`src/rtl/gle_regs.svh`:
```
`ifndef GLE_REGS_SVH
`define GLE_REGS_SVH
`define GLE_ADDR_PULL 8'h1a
`define GLE_ADDR_POL_LO 8'h1b
`define GLE_ADDR_POL_HI 8'h1c
`define GLE_ADDR_QEN_LO 8'h1d
`define GLE_ADDR_QEN_HI 8'h1e
`define GLE_ADDR_INTEN_LO 8'h1f
`define GLE_ADDR_INTEN_HI 8'h20
`define GLE_ADDR_FLAG_LO 8'h13
`define GLE_ADDR_FLAG_HI 8'h14
`define GLE_RST_PULL 2'h1
`define GLE_LO_N 6
`define GLE_HI_N 5
`define GLE_N 11
`define GLE_PULL_UP_WEAK 2'h0
`define GLE_PULL_DOWN 2'h1
`define GLE_PULL_UP_STRONG 2'h2
`define GLE_PULL_NONE 2'h3
`endif

```
`src/rtl/gle_pkg.sv`:
```
package gle_pkg;
	typedef enum logic [1:0] {
		GLE_PULL_UP_WEAK_E = 2'h0,
		GLE_PULL_DOWN_E = 2'h1,
		GLE_PULL_UP_STRONG_E = 2'h2,
		GLE_PULL_OFF_E = 2'h3
	} gle_pull_t;
	typedef struct packed {
		logic wr;
		logic rd;
		logic [7:0] addr;
		logic [7:0] wdata;
	} gle_req_t;
	typedef struct packed {
		logic pull_up_weak;
		logic pull_down;
		logic pull_up_strong;
	} gle_pad_t;
endpackage : gle_pkg

```
`src/rtl/gle_gpi_level_event_config.sv`:
```
// What this block does
// RULE1: Pull select 00 weak-up,01 down,10 strong-up,11 none
// RULE2: Polarity bit 0 flags input while low
// RULE3: Polarity bit 1 flags input while high
// RULE4: Low polarity group bits 0-5, 7:6 reserved
// RULE5: High polarity group bits 0-4, 7:5 reserved
// RULE6: Queue enable clear gives no queue entries
// RULE7: Queue enable set records activity in queue
// RULE8: Queue enable bits 0-5 and 0-4 layout
// RULE9: Queued input activity raises queue event flag
// RULE10: Queued input never raises general input flag
// RULE11: Queued input events feed unlock logic
// RULE12: Per-input flag sets, clears on host read
// RULE13: Enabled raised flag drives summary interrupt bit
// RULE14: Reserved bits ignore writes, read zero
`timescale 1ns/100ps
`include "gle_regs.svh"
module gle_gpi_level_event_config
	import gle_pkg::*;
#(
	parameter int N_INPUTS = `GLE_N
) (
	input wire logic core_clk_i,
	input wire logic rst_n_i,
	input wire logic clk_en_i,
	input wire gle_req_t req_i,
	input wire logic [N_INPUTS-1:0] general_input_i,
	output logic [7:0] rdata_o,
	output gle_pad_t last_column_pad_o,
	output logic [N_INPUTS-1:0] queue_event_o,
	output logic [N_INPUTS-1:0] unlock_event_o,
	output logic queue_event_interrupt_flag_o,
	output logic summary_input_interrupt_flag_o
);
	// ========================================
	// Registers
	logic [1:0] last_column_pull_select_field;
	logic [N_INPUTS-1:0] input_polarity_bit;
	logic [N_INPUTS-1:0] input_queue_enable_bit;
	logic [N_INPUTS-1:0] input_interrupt_enable;
	logic [N_INPUTS-1:0] per_input_interrupt_flag;
	logic [N_INPUTS-1:0] prev_input;

	function automatic logic [7:0] gle_lo(input logic [N_INPUTS-1:0] v);
		return {2'h0, v[`GLE_LO_N-1:0]};
	endfunction : gle_lo
	function automatic logic [7:0] gle_hi(input logic [N_INPUTS-1:0] v);
		return {3'h0, v[N_INPUTS-1:`GLE_LO_N]};
	endfunction : gle_hi

	// ========================================
	// Decode
	wire logic wr_pull = req_i.wr && req_i.addr == `GLE_ADDR_PULL;
	wire logic wr_pol_lo = req_i.wr && req_i.addr == `GLE_ADDR_POL_LO;
	wire logic wr_pol_hi = req_i.wr && req_i.addr == `GLE_ADDR_POL_HI;
	wire logic wr_qen_lo = req_i.wr && req_i.addr == `GLE_ADDR_QEN_LO;
	wire logic wr_qen_hi = req_i.wr && req_i.addr == `GLE_ADDR_QEN_HI;
	wire logic wr_ien_lo = req_i.wr && req_i.addr == `GLE_ADDR_INTEN_LO;
	wire logic wr_ien_hi = req_i.wr && req_i.addr == `GLE_ADDR_INTEN_HI;
	wire logic rd_flag_lo = req_i.rd && req_i.addr == `GLE_ADDR_FLAG_LO;
	wire logic rd_flag_hi = req_i.rd && req_i.addr == `GLE_ADDR_FLAG_HI;
	// Level condition per input, polarity selects the active level
	wire logic [N_INPUTS-1:0] level_hit = ~(general_input_i ^ input_polarity_bit); // RULE2 RULE3
	// Inputs in queue mode never set the general flag
	wire logic [N_INPUTS-1:0] flag_set = level_hit & ~input_queue_enable_bit; // RULE10
	wire logic [N_INPUTS-1:0] activity = general_input_i ^ prev_input;
	wire logic [N_INPUTS-1:0] next_queue_event = activity & input_queue_enable_bit; // RULE6 RULE7
	wire logic [N_INPUTS-1:0] flag_clr = {{`GLE_HI_N{rd_flag_hi}}, {`GLE_LO_N{rd_flag_lo}}};
	// Set wins over clear-on-read
	wire logic [N_INPUTS-1:0] next_flag = (per_input_interrupt_flag & ~flag_clr) | flag_set; // RULE12
	wire logic next_summary = |(next_flag & input_interrupt_enable); // RULE13
	wire logic [7:0] next_rdata =
		(req_i.addr == `GLE_ADDR_PULL) ? {6'h0, last_column_pull_select_field} :
		(req_i.addr == `GLE_ADDR_POL_LO) ? gle_lo(input_polarity_bit) : // RULE4 RULE14
		(req_i.addr == `GLE_ADDR_POL_HI) ? gle_hi(input_polarity_bit) : // RULE5 RULE14
		(req_i.addr == `GLE_ADDR_QEN_LO) ? gle_lo(input_queue_enable_bit) : // RULE8
		(req_i.addr == `GLE_ADDR_QEN_HI) ? gle_hi(input_queue_enable_bit) : // RULE8
		(req_i.addr == `GLE_ADDR_INTEN_LO) ? gle_lo(input_interrupt_enable) :
		(req_i.addr == `GLE_ADDR_INTEN_HI) ? gle_hi(input_interrupt_enable) :
		rd_flag_lo ? gle_lo(per_input_interrupt_flag) :
		rd_flag_hi ? gle_hi(per_input_interrupt_flag) : 8'h00;
	wire gle_pull_t pull_sel = gle_pull_t'(last_column_pull_select_field);
	wire gle_pad_t next_pad = '{
		pull_up_weak: pull_sel == GLE_PULL_UP_WEAK_E,
		pull_down: pull_sel == GLE_PULL_DOWN_E,
		pull_up_strong: pull_sel == GLE_PULL_UP_STRONG_E}; // RULE1

	// ========================================
	// Configuration
	always_ff @(posedge core_clk_i) begin
		if (!rst_n_i) begin
			last_column_pull_select_field <= `GLE_RST_PULL;
			input_polarity_bit <= '0;
			input_queue_enable_bit <= '0;
			input_interrupt_enable <= '0;
		end else if (clk_en_i) begin
			if (wr_pull)
				last_column_pull_select_field <= req_i.wdata[1:0]; // RULE14
			if (wr_pol_lo)
				input_polarity_bit[`GLE_LO_N-1:0] <= req_i.wdata[`GLE_LO_N-1:0]; // RULE4
			if (wr_pol_hi)
				input_polarity_bit[N_INPUTS-1:`GLE_LO_N] <= req_i.wdata[`GLE_HI_N-1:0]; // RULE5
			if (wr_qen_lo)
				input_queue_enable_bit[`GLE_LO_N-1:0] <= req_i.wdata[`GLE_LO_N-1:0]; // RULE8
			if (wr_qen_hi)
				input_queue_enable_bit[N_INPUTS-1:`GLE_LO_N] <= req_i.wdata[`GLE_HI_N-1:0]; // RULE8
			if (wr_ien_lo)
				input_interrupt_enable[`GLE_LO_N-1:0] <= req_i.wdata[`GLE_LO_N-1:0];
			if (wr_ien_hi)
				input_interrupt_enable[N_INPUTS-1:`GLE_LO_N] <= req_i.wdata[`GLE_HI_N-1:0];
		end
	end

	// ========================================
	// Status and events
	always_ff @(posedge core_clk_i) begin
		if (!rst_n_i) begin
			per_input_interrupt_flag <= '0;
			prev_input <= general_input_i;
			queue_event_o <= '0;
			unlock_event_o <= '0;
			queue_event_interrupt_flag_o <= 1'b0;
			summary_input_interrupt_flag_o <= 1'b0;
			rdata_o <= 8'h00;
			last_column_pad_o <= '0;
		end else if (clk_en_i) begin
			per_input_interrupt_flag <= next_flag;
			prev_input <= general_input_i;
			queue_event_o <= next_queue_event;
			unlock_event_o <= next_queue_event; // RULE11
			queue_event_interrupt_flag_o <= |next_queue_event; // RULE9
			summary_input_interrupt_flag_o <= next_summary;
			rdata_o <= next_rdata;
			last_column_pad_o <= next_pad;
		end
	end

	// ========================================
	// Checks
	AST_QUEUED_NO_FLAG: assert property (@(posedge core_clk_i) disable iff (!rst_n_i) // RULE10
		clk_en_i |=> (per_input_interrupt_flag & ~$past(per_input_interrupt_flag) &
		$past(input_queue_enable_bit)) == '0)
		else $error("queued input raised its general flag");
	AST_LEVEL_SET: assert property (@(posedge core_clk_i) disable iff (!rst_n_i) // RULE2
		clk_en_i && (flag_set != '0) |=> ((per_input_interrupt_flag & $past(flag_set)) == $past(flag_set)))
		else $error("level hit did not set flag");
	AST_POL_HIGH: assert property (@(posedge core_clk_i) disable iff (!rst_n_i) // RULE3
		clk_en_i && general_input_i[0] && input_polarity_bit[0] && !input_queue_enable_bit[0]
		|=> per_input_interrupt_flag[0])
		else $error("active high input 0 not flagged");
	AST_RD_CLEAR: assert property (@(posedge core_clk_i) disable iff (!rst_n_i) // RULE12
		clk_en_i && rd_flag_lo && flag_set[`GLE_LO_N-1:0] == '0
		|=> per_input_interrupt_flag[`GLE_LO_N-1:0] == '0)
		else $error("flags not cleared on read");
	AST_QUEUE_INT: assert property (@(posedge core_clk_i) disable iff (!rst_n_i) // RULE9
		clk_en_i && (next_queue_event != '0) |=> queue_event_interrupt_flag_o && unlock_event_o != '0)
		else $error("queue activity missed interrupt");
	AST_NO_QUEUE: assert property (@(posedge core_clk_i) disable iff (!rst_n_i) // RULE6
		clk_en_i |=> (queue_event_o & ~$past(input_queue_enable_bit)) == '0)
		else $error("disabled input queued");
	AST_QUEUE_REC: assert property (@(posedge core_clk_i) disable iff (!rst_n_i) // RULE7
		clk_en_i && input_queue_enable_bit[0] && activity[0] |=> queue_event_o[0])
		else $error("enabled activity not queued");
	AST_SUMMARY: assert property (@(posedge core_clk_i) disable iff (!rst_n_i) // RULE13
		clk_en_i |=> summary_input_interrupt_flag_o ==
		|(per_input_interrupt_flag & $past(input_interrupt_enable)))
		else $error("summary flag mismatch");
	AST_RSV_ZERO: assert property (@(posedge core_clk_i) disable iff (!rst_n_i) // RULE14
		clk_en_i && req_i.addr == `GLE_ADDR_POL_HI |=> rdata_o[7:5] == 3'h0)
		else $error("reserved bits read nonzero");
	AST_PULL: assert property (@(posedge core_clk_i) disable iff (!rst_n_i) // RULE1
		clk_en_i && last_column_pull_select_field == `GLE_PULL_NONE |=> last_column_pad_o == '0)
		else $error("pull active when disabled");
	AST_POL_LOW: assert property (@(posedge core_clk_i) disable iff (!rst_n_i) // RULE2
		clk_en_i && !general_input_i[0] && !input_polarity_bit[0] && !input_queue_enable_bit[0]
		|=> per_input_interrupt_flag[0])
		else $error("active low input 0 not flagged");
	AST_WR_PULL: assert property (@(posedge core_clk_i) disable iff (!rst_n_i) // RULE1
		clk_en_i && wr_pull |=> last_column_pull_select_field == $past(req_i.wdata[1:0]))
		else $error("pull select write lost");
	AST_PAD_ONEHOT: assert property (@(posedge core_clk_i) disable iff (!rst_n_i) // RULE1
		clk_en_i |=> $onehot0(last_column_pad_o))
		else $error("more than one pull enabled");
	AST_RSV_PULL: assert property (@(posedge core_clk_i) disable iff (!rst_n_i) // RULE14
		clk_en_i && req_i.addr == `GLE_ADDR_PULL |=> rdata_o[7:2] == 6'h0)
		else $error("reserved pull bits read nonzero");
	AST_RSV_LO: assert property (@(posedge core_clk_i) disable iff (!rst_n_i) // RULE4
		clk_en_i && req_i.addr == `GLE_ADDR_POL_LO |=> rdata_o[7:6] == 2'h0)
		else $error("reserved low group bits read nonzero");
	AST_WR_POL_HI: assert property (@(posedge core_clk_i) disable iff (!rst_n_i) // RULE5
		clk_en_i && wr_pol_hi |=>
		input_polarity_bit[N_INPUTS-1:`GLE_LO_N] == $past(req_i.wdata[`GLE_HI_N-1:0]))
		else $error("high polarity group write lost");
	AST_WR_QEN_LO: assert property (@(posedge core_clk_i) disable iff (!rst_n_i) // RULE8
		clk_en_i && wr_qen_lo |=>
		input_queue_enable_bit[`GLE_LO_N-1:0] == $past(req_i.wdata[`GLE_LO_N-1:0]))
		else $error("low queue enable write lost");
	AST_NO_QUEUE_INT: assert property (@(posedge core_clk_i) disable iff (!rst_n_i) // RULE6
		clk_en_i && next_queue_event == '0 |=> !queue_event_interrupt_flag_o)
		else $error("queue interrupt without activity");
	AST_UNLOCK: assert property (@(posedge core_clk_i) disable iff (!rst_n_i) // RULE11
		clk_en_i |=> unlock_event_o ==
		($past(general_input_i ^ prev_input) & $past(input_queue_enable_bit)))
		else $error("unlock event mismatch");
	AST_RD_FLAG: assert property (@(posedge core_clk_i) disable iff (!rst_n_i) // RULE12
		clk_en_i && rd_flag_lo |=>
		rdata_o[`GLE_LO_N-1:0] == $past(per_input_interrupt_flag[`GLE_LO_N-1:0]))
		else $error("flag read data mismatch");
	AST_SET_WINS: assert property (@(posedge core_clk_i) disable iff (!rst_n_i) // RULE12
		clk_en_i && rd_flag_lo && flag_set[0] |=> per_input_interrupt_flag[0])
		else $error("read clear beat a live condition");
	AST_FREEZE: assert property (@(posedge core_clk_i) disable iff (!rst_n_i) // RULE12
		!clk_en_i |=> $stable(rdata_o) && $stable(queue_event_o) &&
		$stable(per_input_interrupt_flag) && $stable(last_column_pad_o))
		else $error("state moved while frozen");

	// ========================================
	// Coverage
	COV_QUEUE: cover property (@(posedge core_clk_i) queue_event_interrupt_flag_o);
	COV_SUMMARY: cover property (@(posedge core_clk_i) summary_input_interrupt_flag_o);
	COV_RD_SET: cover property (@(posedge core_clk_i) rd_flag_lo && flag_set[0]);
	COV_FREEZE: cover property (@(posedge core_clk_i) !clk_en_i ##1 clk_en_i ##1 queue_event_o != '0);
	COV_PULL_OFF: cover property (@(posedge core_clk_i) last_column_pull_select_field == `GLE_PULL_NONE);
endmodule : gle_gpi_level_event_config

```
`config.mk`:
```
export PLATFORM = sky130hd
export DESIGN_NAME = gle_gpi_level_event_config
export DESIGN_NICKNAME = d
export VERILOG_FILES = /design/src/rtl/gle_pkg.sv /design/src/rtl/gle_gpi_level_event_config.sv
export VERILOG_INCLUDE_DIRS = /design/src /design/src/rtl
export SDC_FILE = /design/constraint.sdc
export NUM_CORES = 1
export LEC_CHECK = 0
export BUFFER_PORTS_ARGS = -buffer_cell sky130_fd_sc_hd__clkbuf_2
export CAP_MARGIN = 5
export CORE_UTILIZATION = 25
export DETAILED_ROUTE_END_ITERATION = 12
export PLACE_DENSITY_LB_ADDON = 0.25
export SETUP_SLACK_MARGIN = 0.2
export SLEW_MARGIN = 5
export SYNTH_ARGS = -nofsm -noshare
export SYNTH_HDL_FRONTEND = slang
export SYNTH_SLANG_ARGS = --single-unit
```
`constraint.sdc`:
```
create_clock -name core_clk_i -period 2.4 [get_ports core_clk_i]
set_input_delay 0.24 -clock core_clk_i [delete_from_list [all_inputs] [get_ports core_clk_i]]
set_output_delay 0.24 -clock core_clk_i [all_outputs]
set_load 0.05 [all_outputs]
```
# Word-level counts from Yosys, hierarchy flattened
# Index checks and enable logic that the tools add are counted.
word_totals:
  out_inout_bits: 35
  in_bits: 32
  word_cells: 68
  reg_bits: 81
op_classes:
  reduce_logical: 19
  n_eq_ne: 12
  muxes: 11
  bitwise: 10
op_table:
  columns: ["operator", "n"]
  rows:
  - ["$eq A8 B5 Y1 const B", 8]
  - ["$mux W6", 8]
  - ["$and A11 B11 Y11", 4]
  - ["$not A11 Y11", 3]
  - ["$mux W11", 2]
  - ["$reduce_or A11 Y1", 2]
  - ["$xor A11 B11 Y11", 2]
  - ["$reduce_and A2 Y1", 7]
  - ["$or A11 B11 Y11", 1]
  - ["$logic_and A1 B1 Y1", 9]
  - ["$eq A8 B6 Y1 const B", 1]
  - ["$mux W5", 1]
  - ["$eq A2 B1 Y1 const B", 1]
  - ["$eq A2 B2 Y1 const B", 1]
  - ["$logic_not A2 Y1", 1]
  - ["$ne A2 B1 Y1 const B", 1]

# Logic depth before layout (Yosys ltp)
# Gate-level depths: netlist (run 1).
depth:
  ltp_word: 11
  ltp_mapped: 7
  ltp_nobuf: 5

# Worst setup path before layout (run 1)
# OpenSTA, ideal clock, no wires.
synth_timing:
  kind: "input -> register"
  from: "in req_i[13] in the netlist's numbering"
  to: "reg rdata_o[2]"
  slack_ns: 0.716
  arrival_time_ns: 1.623
  stages: 5
  path_buffers: 0
  required_ns: 2.339
  setup_ns: 0.061
  cell_sequence: "or4b_4 > nor4_4 > a221oi_1 > nor4_1 > a221o_1"
synth_via:
  elab_chain_len: 11
  elab_cells_between_ends: 20
  classes_between: "eq/ne: 9; mux: 9; reduce/logical: 2"
synth_lines:
  columns: ["element", "line", "text"]
  rows:
  - ["start, declared", "gle_gpi_level_event_config.sv:26", "input wire gle_req_t req_i,"]
  - ["$eq A8 B5 Y1 (no line)", null, null]
  - ["$logic_and A1 B1 Y1 (no line)", null, null]
  - ["$mux W5", "gle_gpi_level_event_config.sv:81", "rd_flag_hi ? gle_hi(per_input_interrupt_flag) : 8'h00;"]
  - ["$mux W6", "gle_gpi_level_event_config.sv:80", "rd_flag_lo ? gle_lo(per_input_interrupt_flag) :"]
  - ["$mux W6", "gle_gpi_level_event_config.sv:79", "(req_i.addr == `GLE_ADDR_INTEN_HI) ? gle_hi(input_interrupt_enable) :"]
  - ["$mux W6", "gle_gpi_level_event_config.sv:78", "(req_i.addr == `GLE_ADDR_INTEN_LO) ? gle_lo(input_interrupt_enable) :"]
  - ["$mux W6", "gle_gpi_level_event_config.sv:77", "(req_i.addr == `GLE_ADDR_QEN_HI) ? gle_hi(input_queue_enable_bit) :"]
  - ["$mux W6", "gle_gpi_level_event_config.sv:76", "(req_i.addr == `GLE_ADDR_QEN_LO) ? gle_lo(input_queue_enable_bit) :"]
  - ["$mux W6", "gle_gpi_level_event_config.sv:75", "(req_i.addr == `GLE_ADDR_POL_HI) ? gle_hi(input_polarity_bit) :"]
  - ["$mux W6", "gle_gpi_level_event_config.sv:74", "(req_i.addr == `GLE_ADDR_POL_LO) ? gle_lo(input_polarity_bit) :"]
  - ["$mux W6 (*)", "gle_gpi_level_event_config.sv:73", "(req_i.addr == `GLE_ADDR_PULL) ? {6'h0, last_column_pull_select_field} :"]
  - ["end signal, assigned", "gle_gpi_level_event_config.sv:133", "rdata_o <= next_rdata;"]
  - ["end, declared", "gle_gpi_level_event_config.sv:28", "output logic [7:0] rdata_o,"]
# Mark *: on every way between the ends. The rest lies on a longest branch, timed or not.
# A chain may end at the register's enable or synchronous reset.

# Worst setup path after layout (run 1)
# Same ends and word-level chain as after synthesis.

==> run summary, run 1 <==
Status -> completed
Die Y-Extent -> 130 um
Die area -> 16800 um^2
Initial core utilization -> 0.257
Final Hold Violating Endpoints -> 0
Critical path required time -> 2.68 ns
Layout Utilization -> 0.312
Root Driver -> clkbuf_16
Min Hold Slack -> 0.130 ns
Setup TNS -> 0 ns
Fmax -> 0.581 GHz
Total grt overflow -> 0
Tightest Hold Check Type -> input pin to flip-flop
Worst Hold End -> prev_input[6]$_DFFE_PP_
Mapped Area -> 4080 um^2
# placed instances -> 690
DR vias -> 3428
Maxcap violations -> 0
Post-synthesis cell type count -> 56
Antenna-violating nets left -> 0
Setup ws final -> 0.678 ns
Cell leakage power -> 1.94 nW
Worst Setup End Kind -> flip-flop
Period utilisation layout -> 0.717
Post-Route WL -> 13.5 mm
RR Startpoint -> input_interrupt_enable[0]$_SDFFE_PN0P_
CTS tree -> built
I/O Buffers -> 62
Final nets -> 517
Clock Path Buffers -> 2
RSZ-0062 raised after global routing -> no
Synth top area share -> 0.334
IO Pins -> 67
DRT iter0 DRCs -> 271
Slew Limit Headroom -> 0.566
Maximum VDD drop -> 0.000359 V
Biggest cell delay along the critical path -> 0.57 ns
Slowest-stage cell, CP -> or4b_4
Gate Count Post-Synth -> 427
Rows -> 46
Mean Syn Cell Area -> 9.56 um^2
Synth area leaders -> dfxtp_1 (33%), mux2i_1 (8.8%), edfxtp_1 (8.1%), nor2b_1 (5.8%), xor2_1 (4.7%)
Crit path max fanout -> 5
Hold path start -> general_input_i[6]
Layout fillers -> 1717
Critical path, cell by cell -> clkbuf_2 -> or4b_4 -> nor4_4 -> a221oi_1 -> nor4_1 -> a221o_1
Setup Buffers After CTS -> 0
Clock insertion delay at the later pin of the skew report -> 0.35 ns
R2R depth -> 4
Hold Crit Depth -> 1
GP Congestion -> 0.908
Global-route wire length before repair -> 20.2 mm
DPL Wire Length -> 10.3 mm
# hold bufs at CTS -> 0
DIE WIDTH -> 130 um
R2r setup slk -> 0.88 ns
Area leader, netlist -> dfxtp_1
Area grow syn2layout -> 21.4%
Antenna cells -> 0
Tot GR Track Use -> 0.168
Fin cells -> 706
Fraction of registers with async set or reset after synthesis -> 0
Yosys warns -> 0
Dpl ws -> 0.330 ns
Initial antenna violation count -> 0
Pin count of the biggest net entering global routing -> 29
Worst Max-Slew Pin Slew -> 0.650 ns
Worst-path clk slew -> 0.06 ns
Via/cell ratio -> 4.86
FF+latch count, synth -> 79
Drt drc -> 0
P per Cell Area -> 656 nW/um^2
Vias in the first global route -> 3401
Reg-to-Reg End -> rdata_o[0]$_SDFFE_PN0P_
CP startpoint kind -> input pin
# setup viols final -> 0
Max-slew violations -> 0
Clock H-tree levels -> 3
Share of layout cells above drive strength 1 -> 0.208
Crit Path Class -> input pin to flip-flop
Final Skew -> 0.00824 ns
Post-CTS Resized -> 0
EDFF count, synth -> 11
Min Tclk post-route -> 1.72 ns
Clock sink count -> 79
Crit path DAT -> 2.01 ns
Core area -> 15900 um^2
Sequential share of the synthesized area -> 0.414
CTS buffer count -> 9
Drt pass-1 iters -> 5
Synth Flop Type -> dfxtp_1
Routed WL per cell -> 19.1 um
[cells in the mapped netlist, types with 2 or more instances]
cell type,count
a21boi_1,2
mux2i_1,36
a22o_1,9
xor2_1,22
a211oi_1,2
a222oi_1,2
a21boi_0,18
a21oi_1,9
nand2b_1,14
and3_1,3
buf_4,13
o21ai_0,13
nor4_4,3
nor4_1,2
a22oi_1,15
nor2b_1,38
a2bb2oi_1,2
o2bb2ai_1,2
nand3_1,18
buf_2,3
a221oi_1,5
a31oi_1,3
and4_1,5
clkbuf_1,15
nand2_1,23
edfxtp_1,11
and2_1,3
o221ai_1,2
nor3_1,2
nand4_1,2
dfxtp_1,68
inv_1,11
nor2_1,20
o31ai_1,3
a21o_1,2
o22ai_1,6
[cells by family after synthesis]
| kind of cell | after synthesis | share of synthesized area |
|---|---|---|
| AO/OA/AOI/OAI | 103 | 0.182 |
| XOR/XNOR | 22 | 0.0472 |
| buffers and inverters | 43 | 0.0524 |
| flip-flops | 79 | 0.414 |
| multiplexers | 38 | 0.0966 |
| other | 1 | 0.000919 |
| AND/OR/NAND/NOR | 141 | 0.207 |
[per-layer routing]
layer	wire [um]	vias up	GRT usage
li1	-	1648	-
met1	6350	1654	0.225
met2	6070	105	0.259
met3	649	21	0.0320
met4	376	0	0.0869
met5	0	-	0
[power by group]
part | internal (W) | switching [W]
registers | 0.00138 | 0.0000234
clock network | 0.00100 | 0.000553
logic | 0.0000993 | 0.000193
[sequential cells by signal (all words and copies together) (netlist names)]
name / flops
last_column_pad_o: 3
rdata_o: 6
per_input_interrupt_flag: 11
input_polarity_bit: 11
queue_event_interrupt_flag_o: 1
input_queue_enable_bit: 11
input_interrupt_enable: 11
last_column_pull_select_field: 2
prev_input: 11
summary_input_interrupt_flag_o: 1
unlock_event_o: 11
[critical path, delay by kind of cell]
family                 cells  cell delay (ns)
AND/OR/NAND/NOR            3             1.31
AO/OA/AOI/OAI              2             0.35
buffers and inverters      1             0.10
[final cells by class]
cell class | count | area, um^2 | area share
Clock inverter | 4 | 73.8 | 0.0149
Inverter | 11 | 41.3 | 0.00833
Multi-Input combinational cell | 306 | 2180 | 0.440
Tap cell | 216 | 270 | 0.0545
Sequential cell | 79 | 1690 | 0.341
Clock buffer | 12 | 268 | 0.0540
Timing Repair Buffer | 78 | 430 | 0.0869
[placed cells by master (no fill, tap or decap), types with 3 or more instances in the layout]
cell type  count
a22oi_1       15
clkbuf_16     10
a31oi_1        3
nand2b_1      14
a21oi_1        9
and4_1         5
edfxtp_1      11
nor4_4         3
xor2_1        22
nand3_1       18
nor2_1        20
a21boi_0      18
o21ai_0       13
o31ai_1        3
mux2i_1       36
a22o_1         9
nand2_1       23
clkbuf_2      62
and2_1         3
dfxtp_1       68
o22ai_1        6
a221oi_1       5
buf_4         16
inv_1         11
and3_1         3
nor2b_1       38
[how the worst max path moves through the flow]
| stage | start | slack [ns] | to | cells past startpoint |
|---|---|---|---|---|
| 3_3_place_gp | req_i[13] | 0.34 | rdata_o[2]$_SDFFE_PN0P_ | 6 |
| 4_1_cts | req_i[13] | 0.70 | rdata_o[2]$_SDFFE_PN0P_ | 6 |
| 5_1_grt | req_i[8] | 0.53 | summary_input_interrupt_flag_o$_SDFFE_PN0P_ | 6 |
| 6_report | req_i[13] | 0.68 | rdata_o[2]$_SDFFE_PN0P_ | 6 |
| 3_5_place_dp | req_i[13] | 0.33 | input_queue_enable_bit[3]$_SDFFE_PN0P_ | 7 |
| 2_1_floorplan | req_i[13] | 0.72 | rdata_o[2]$_SDFFE_PN0P_ | 5 |
[through the flow]
step | instance area, um^2 | total power (W)
after global routing | 4950 | 0.00338
after global placement | 4610 | 0.00172
final | 4950 | 0.00325
after CTS | 4950 | 0.00329
after detailed placement | 4610 | 0.00172
after floorplan | 4090 | 0.00160
No activity file was read; power rests on OpenSTA's default activity.
==> run 2: changes to the inputs <==
clock period = 1.75 ns   (was 2.4 ns; I/O delays follow)
==> run 2 against run 1 <==
Cell count grew 3.4%. Sequential power up 37%. Sequential cell count stayed put. Die area unchanged. Core utilization is 1.1 points higher. Global-route usage up 0.16 points. Sequential share of layout area decreased by 1.1 points. Combinational power rose by 47%. Clock skew is 0.00067 ns higher. Register-to-register slack worse by 0.60 ns. Via count grew 0.20%.
==> run summary, run 2 (synthesis gave the netlist of run 1 again) <==
# hold bufs at CTS -> 0 (unchanged)
Core area -> 15900 um^2 (unchanged)
Tightest Hold Check Type -> input pin to flip-flop
Worst Setup End Kind -> flip-flop
# setup viols final -> 0 (unchanged)
Multi-input logic area -> 2180 um^2 (+0.17%)
Critical Path Stages -> 4 (-2)
Total grt overflow -> 0 (unchanged)
Setup Buffers After CTS -> 0 (unchanged)
Fin cells -> 730 (+3.4%)
Commonest cells after routing, fill and taps aside -> dfxtp_1 (68), clkbuf_2 (62), nor2b_1 (38), buf_4 (37), mux2i_1 (36)
Final Hold Violating Endpoints -> 0 (unchanged)
Initial core utilization -> 0.257 (unchanged)
Vias in the first global route -> 3356 (-1.3%)
Cell leakage power -> 2.05 nW (+5.6%)
Routed WL per cell -> 18.6 um (-2.3%)
Crit path DAT -> 1.71 ns (-0.30 ns)
DR vias -> 3435 (+0.20%)
Hold Crit Depth -> 1 (unchanged)
FF+latch area -> 1690 um^2 (unchanged)
Antenna-violating nets left -> 0 (unchanged)
I/O Buffers -> 62 (unchanged)
Slowest-stage cell, CP -> mux4_2
Worst-path clk slew -> 0.06 ns (about the same)
Root Driver -> clkbuf_16
Maximum VDD drop -> 0.000431 V (+20%)
Clock sink count -> 79 (unchanged)
Status -> completed
Drt pass-1 iters -> 4 (-1)
Clock insertion delay at the later pin of the skew report -> 0.35 ns (about the same)
Initial antenna violation count -> 0 (unchanged)
Drt drc -> 0 (unchanged)
Setup ws final -> 0.276 ns (-0.403 ns)
Share of layout cells above drive strength 1 -> 0.243 (+0.0350)
GP Congestion -> 0.856 (-5.7%)
Final nets -> 541 (+4.6%)
Setup TNS -> 0 ns (unchanged)
Pin count of the biggest net entering global routing -> 31 (+6.9%)
Cell area after layout -> 5120 um^2 (+3.4%)
Crit path max fanout -> 3 (-2)
Antenna cells -> 0 (unchanged)
Placed Instance Area -> 4830 um^2 (+4.7%)
Period utilisation layout -> 0.842
Critical path, cell by cell -> mux4_2 -> a21boi_2 -> o22ai_1 -> a22o_1
IO Pins -> 67 (unchanged)
Global-route wire length before repair -> 20.4 mm (+0.82%)
CTS tree -> built
# placed instances -> 714 (+3.5%)
Dpl ws -> -0.0598 ns (-0.390 ns)
Slew Limit Headroom -> 0.629 (+0.0634)
Die area -> 16800 um^2 (unchanged)
Via/cell ratio -> 4.71 (-3.1%)
Layout fillers -> 1694 (-1.3%)
CP Buf/Inv Count -> 0 (-1)
Worst Max-Slew Pin Slew -> 0.555 ns (-0.0955 ns)
DRT iter0 DRCs -> 202 (-25%)
Critical path required time -> 1.99 ns (-0.69 ns)
Area grow syn2layout -> 25.5%
CP top delay family -> compound AO/OA/AOI/OAI gates
Max-slew violations -> 0 (unchanged)
Die Y-Extent -> 130 um (unchanged)
RSZ-0062 raised after global routing -> yes
DPL Wire Length -> 10.7 mm (+3.3%)
Clock Path Buffers -> 2 (unchanged)
Final Skew -> 0.00891 ns (+0.000669 ns)
Clock H-tree levels -> 3 (unchanged)
Fmax -> 0.678 GHz
Crit Path Class -> flip-flop to flip-flop
DIE WIDTH -> 130 um (unchanged)
Commonest non-fill, non-tap cell in the layout -> dfxtp_1
Min Tclk post-route -> 1.47 ns
R2R depth -> 4 (unchanged)
Biggest cell delay along the critical path -> 0.49 ns (-0.08 ns)
Total power -> 0.00418 W (+28%)
Maxcap violations -> 0 (unchanged)
P per Cell Area -> 815 nW/um^2 (+24%)
CP startpoint kind -> flip-flop
Rows -> 46 (unchanged)
Tot GR Track Use -> 0.170 (+0.00156)
Post-Route WL -> 13.6 mm (+0.97%)
CTS buffer count -> 9 (unchanged)
-- run 2: cell types whose count changed in the layout (fill, tap and decap cells not counted), sizes merged --
cell / change
bufinv: -2
clkbuf: +2
buf: +24
clkinv: +2
inv: -1
clkinvlp: -1
-- run 2: timing repair --
item                       CTS  global route
pin swaps                    0             0
resized for setup            1             1
setup endpoints to repair    1             2
-- run 2: power by group --
group	total [W]	internal (W)	switching, W
logic	0.000429	0.000159	0.000269
clock network	0.00182	0.00109	0.000737
registers	0.00192	0.00189	0.0000322
-- run 2: final cells by class --
cell class | count | share of cell area
multi-input combinational | 306 | 0.426
clock inverter | 2 | 0.00269
tap | 216 | 0.0527
sequential | 79 | 0.330
clock buffer | 14 | 0.0537
timing repair buffer | 102 | 0.126
inverter | 11 | 0.00806
-- run 2: worst register-to-register path, delay by kind of cell, from the launching register on --
kind            cells  cell delay (ns)
flops               1             0.35
mux                 1             0.49
compound gates      3             0.53
-- run 2: final timing paths --
check	slack, ns	end	startpoint
worst max register to register	0.28	rdata_o[0]$_SDFFE_PN0P_	input_polarity_bit[6]$_SDFFE_PN0P_
worst max-delay path	0.28	rdata_o[0]$_SDFFE_PN0P_	input_polarity_bit[6]$_SDFFE_PN0P_
worst min register to register	0.47	rdata_o[4]$_SDFFE_PN0P_	rdata_o[4]$_SDFFE_PN0P_
worst min-delay path	0.06	prev_input[1]$_DFFE_PP_	general_input_i[1]
-- run 2: per-layer routing --
layer  part of all wire  GRT usage  vias up
met5                  0          0        -
met4              0.015     0.0828        0
met3              0.039     0.0267       12
met2               0.47      0.275       71
met1               0.48      0.221     1649
li1                   -          -     1703
-- run 2: through the flow --
step	hold WS (ns)	util
2_1_floorplan	0.274	-
3_3_place_gp	0.411	0.304
3_5_place_dp	0.414	0.304
4_1_cts	0.0539	0.322
5_1_grt	0.0687	0.323
6_report	0.0642	0.323
==> run 3: changes to the inputs <==
clock period = 1.55 ns   (was 1.75 ns; I/O delays follow)
==> run 3 against run 2 <==
Cell count grew 2.3%. Core utilization grew 1.5 points. Clock power grew 9%. Largest power group unchanged. Non-clock buffer count grew 17. Setup slack lost 0.085 ns. Via count grew 5.2%.
==> run summary, run 3 (synthesis gave the netlist of run 1 again) <==
Status -> completed
Tightest Hold Check Type -> input pin to flip-flop
Core area -> 15900 um^2 (unchanged)
Clock sink count -> 79 (unchanged)
Drt drc -> 0 (unchanged)
Maximum VDD drop -> 0.000507 V (+18%)
DR vias -> 3614 (+5.2%)
Clock H-tree levels -> 3 (unchanged)
CTS buffer count -> 9 (unchanged)
P per Cell Area -> 873 nW/um^2 (+7.2%)
Max-slew violations -> 0 (unchanged)
Post-Route WL -> 13.3 mm (-2.4%)
Slowest-stage cell, CP -> or4b_4
Critical path, cell by cell -> buf_2 -> or4b_4 -> nor4_4 -> a221oi_1 -> nor4_1 -> a221o_1
Hold path start -> general_input_i[6]
Area grow syn2layout -> 31.3%
Die area -> 16800 um^2 (unchanged)
Min Tclk post-route -> 1.36 ns
# placed instances -> 731 (+2.4%)
Cell leakage power -> 2.16 nW (+5.2%)
Drt pass-1 iters -> 5 (+1)
RSZ-0062 raised after global routing -> yes
Maxcap violations -> 0 (unchanged)
Clock insertion delay at the later pin of the skew report -> 0.35 ns (about the same)
I/O Buffers -> 62 (unchanged)
Rows -> 46 (unchanged)
Crit path max fanout -> 3 (unchanged)
CP top delay family -> simple AND/OR/NAND/NOR gates
Via/cell ratio -> 4.84 (+2.8%)
GP Congestion -> 0.872 (+1.9%)
Total power -> 0.00468 W (+12%)
Initial core utilization -> 0.257 (unchanged)
# setup viols final -> 0 (unchanged)
Fmax -> 0.736 GHz
Root Driver -> clkbuf_16
Commonest cells after routing, fill and taps aside -> dfxtp_1 (63), clkbuf_2 (60), buf_4 (55), nor2b_1 (38), mux2i_1 (36)
Multi-input logic area -> 2310 um^2 (+5.8%)
Final Skew -> 0.00700 ns (-0.00191 ns)
Vias in the first global route -> 3534 (+5.3%)
Fin cells -> 747 (+2.3%)
Biggest cell delay along the critical path -> 0.55 ns (+0.06 ns)
Final Hold Violating Endpoints -> 0 (unchanged)
Clock Path Buffers -> 2 (unchanged)
Routed WL per cell -> 17.7 um (-4.6%)
Tot GR Track Use -> 0.166 (-0.00441)
Total grt overflow -> 0 (unchanged)
CP Buf/Inv Count -> 1 (+1)
Global-route wire length before repair -> 20.4 mm (+0.10%)
Initial antenna violation count -> 0 (unchanged)
Antenna-violating nets left -> 0 (unchanged)
IO Pins -> 67 (unchanged)
Antenna cells -> 0 (unchanged)
Critical path required time -> 1.84 ns (-0.15 ns)
Layout fillers -> 1685 (-0.53%)
# hold bufs at CTS -> 0 (unchanged)
Crit Path Class -> input pin to flip-flop
DIE WIDTH -> 130 um (unchanged)
Worst-path clk slew -> 0.06 ns (about the same)
CP startpoint kind -> input pin
RR Startpoint -> input_polarity_bit[6]$_SDFFE_PN0P_
Worst Setup End Kind -> flip-flop
Period utilisation layout -> 0.877
Pin count of the biggest net entering global routing -> 40 (+29%)
Critical path launch point -> req_i[15]
FF+latch area -> 1700 um^2 (+0.37%)
DPL Wire Length -> 10.3 mm (-3.1%)
Commonest non-fill, non-tap cell in the layout -> dfxtp_1
Final nets -> 558 (+3.1%)
CTS tree -> built
Setup Buffers After CTS -> 0 (unchanged)
Die Y-Extent -> 130 um (unchanged)
DRT iter0 DRCs -> 301 (+49%)
Share of layout cells above drive strength 1 -> 0.324 (+0.0807)
Min Hold Slack -> 0.0428 ns (-0.0214 ns)
Crit path DAT -> 1.65 ns (-0.06 ns)
==> run 3: changes by cell type in the layout (fill, tap and decap cells not counted), moves of 3 or more <==
cell and change:
nor2_1 -4, nor2_2 +3, dfxtp_1 -5, dfxtp_2 +5
buf_4 +18, a221oi_2 +4, a221oi_1 -4
==> run 3: area by class of cell <==
cell class / instances / area share
inverter: 11 / 0.00771
sequential: 79 / 0.317
timing repair buffer: 119 / 0.142
clock buffer: 11 / 0.0453
clock inverter: 5 / 0.00631
tap: 216 / 0.0504
multi-input combinational: 306 / 0.431
==> run 3: timing repair <==
action	CTS	global route
pin swaps	4	10
setup endpoints to repair	4	45
cloned	0	0
gates resized for setup	11	23
==> run 3: metrics by stage <==
stage / setup TNS, ns / setup slack (ns) / cell area [um^2] / util
floorplan: 0 / 0.0424 / 4140 / -
global placement: -3.58 / -0.149 / 4970 / 0.313
detailed placement: -4.67 / -0.180 / 4970 / 0.313
CTS: 0 / 0.174 / 5280 / 0.332
global route: 0 / 0.120 / 5360 / 0.337
finish: 0 / 0.191 / 5360 / 0.337
==> run 3: final timing paths <==
check | endpoint | slack, ns | cells after the start
setup reg to reg | rdata_o[0]$_SDFFE_PN0P_ | 0.19 | 4
setup / recovery | rdata_o[2]$_SDFFE_PN0P_ | 0.19 | 6
hold reg to reg | rdata_o[5]$_SDFFE_PN0P_ | 0.47 | 2
hold / removal | prev_input[6]$_DFFE_PP_ | 0.04 | 1
==> run 3: routing by layer <==
| layer | global-route usage | wire, um | vias to the layer above | share of wire |
|---|---|---|---|---|
| li1 | - | - | 1745 | - |
| met1 | 0.237 | 6370 | 1726 | 0.48 |
| met2 | 0.241 | 5790 | 123 | 0.44 |
| met3 | 0.0279 | 741 | 20 | 0.056 |
| met4 | 0.0787 | 352 | 0 | 0.027 |
| met5 | 0 | 0 | - | 0 |
==> run 3: power by group <==
part	leakage, nW	total [W]	switching [W]	internal [W]
Combinational	1.36	0.000516	0.000315	0.000200
Sequential	0.666	0.00217	0.0000362	0.00213
Clock	0.132	0.00199	0.000869	0.00113
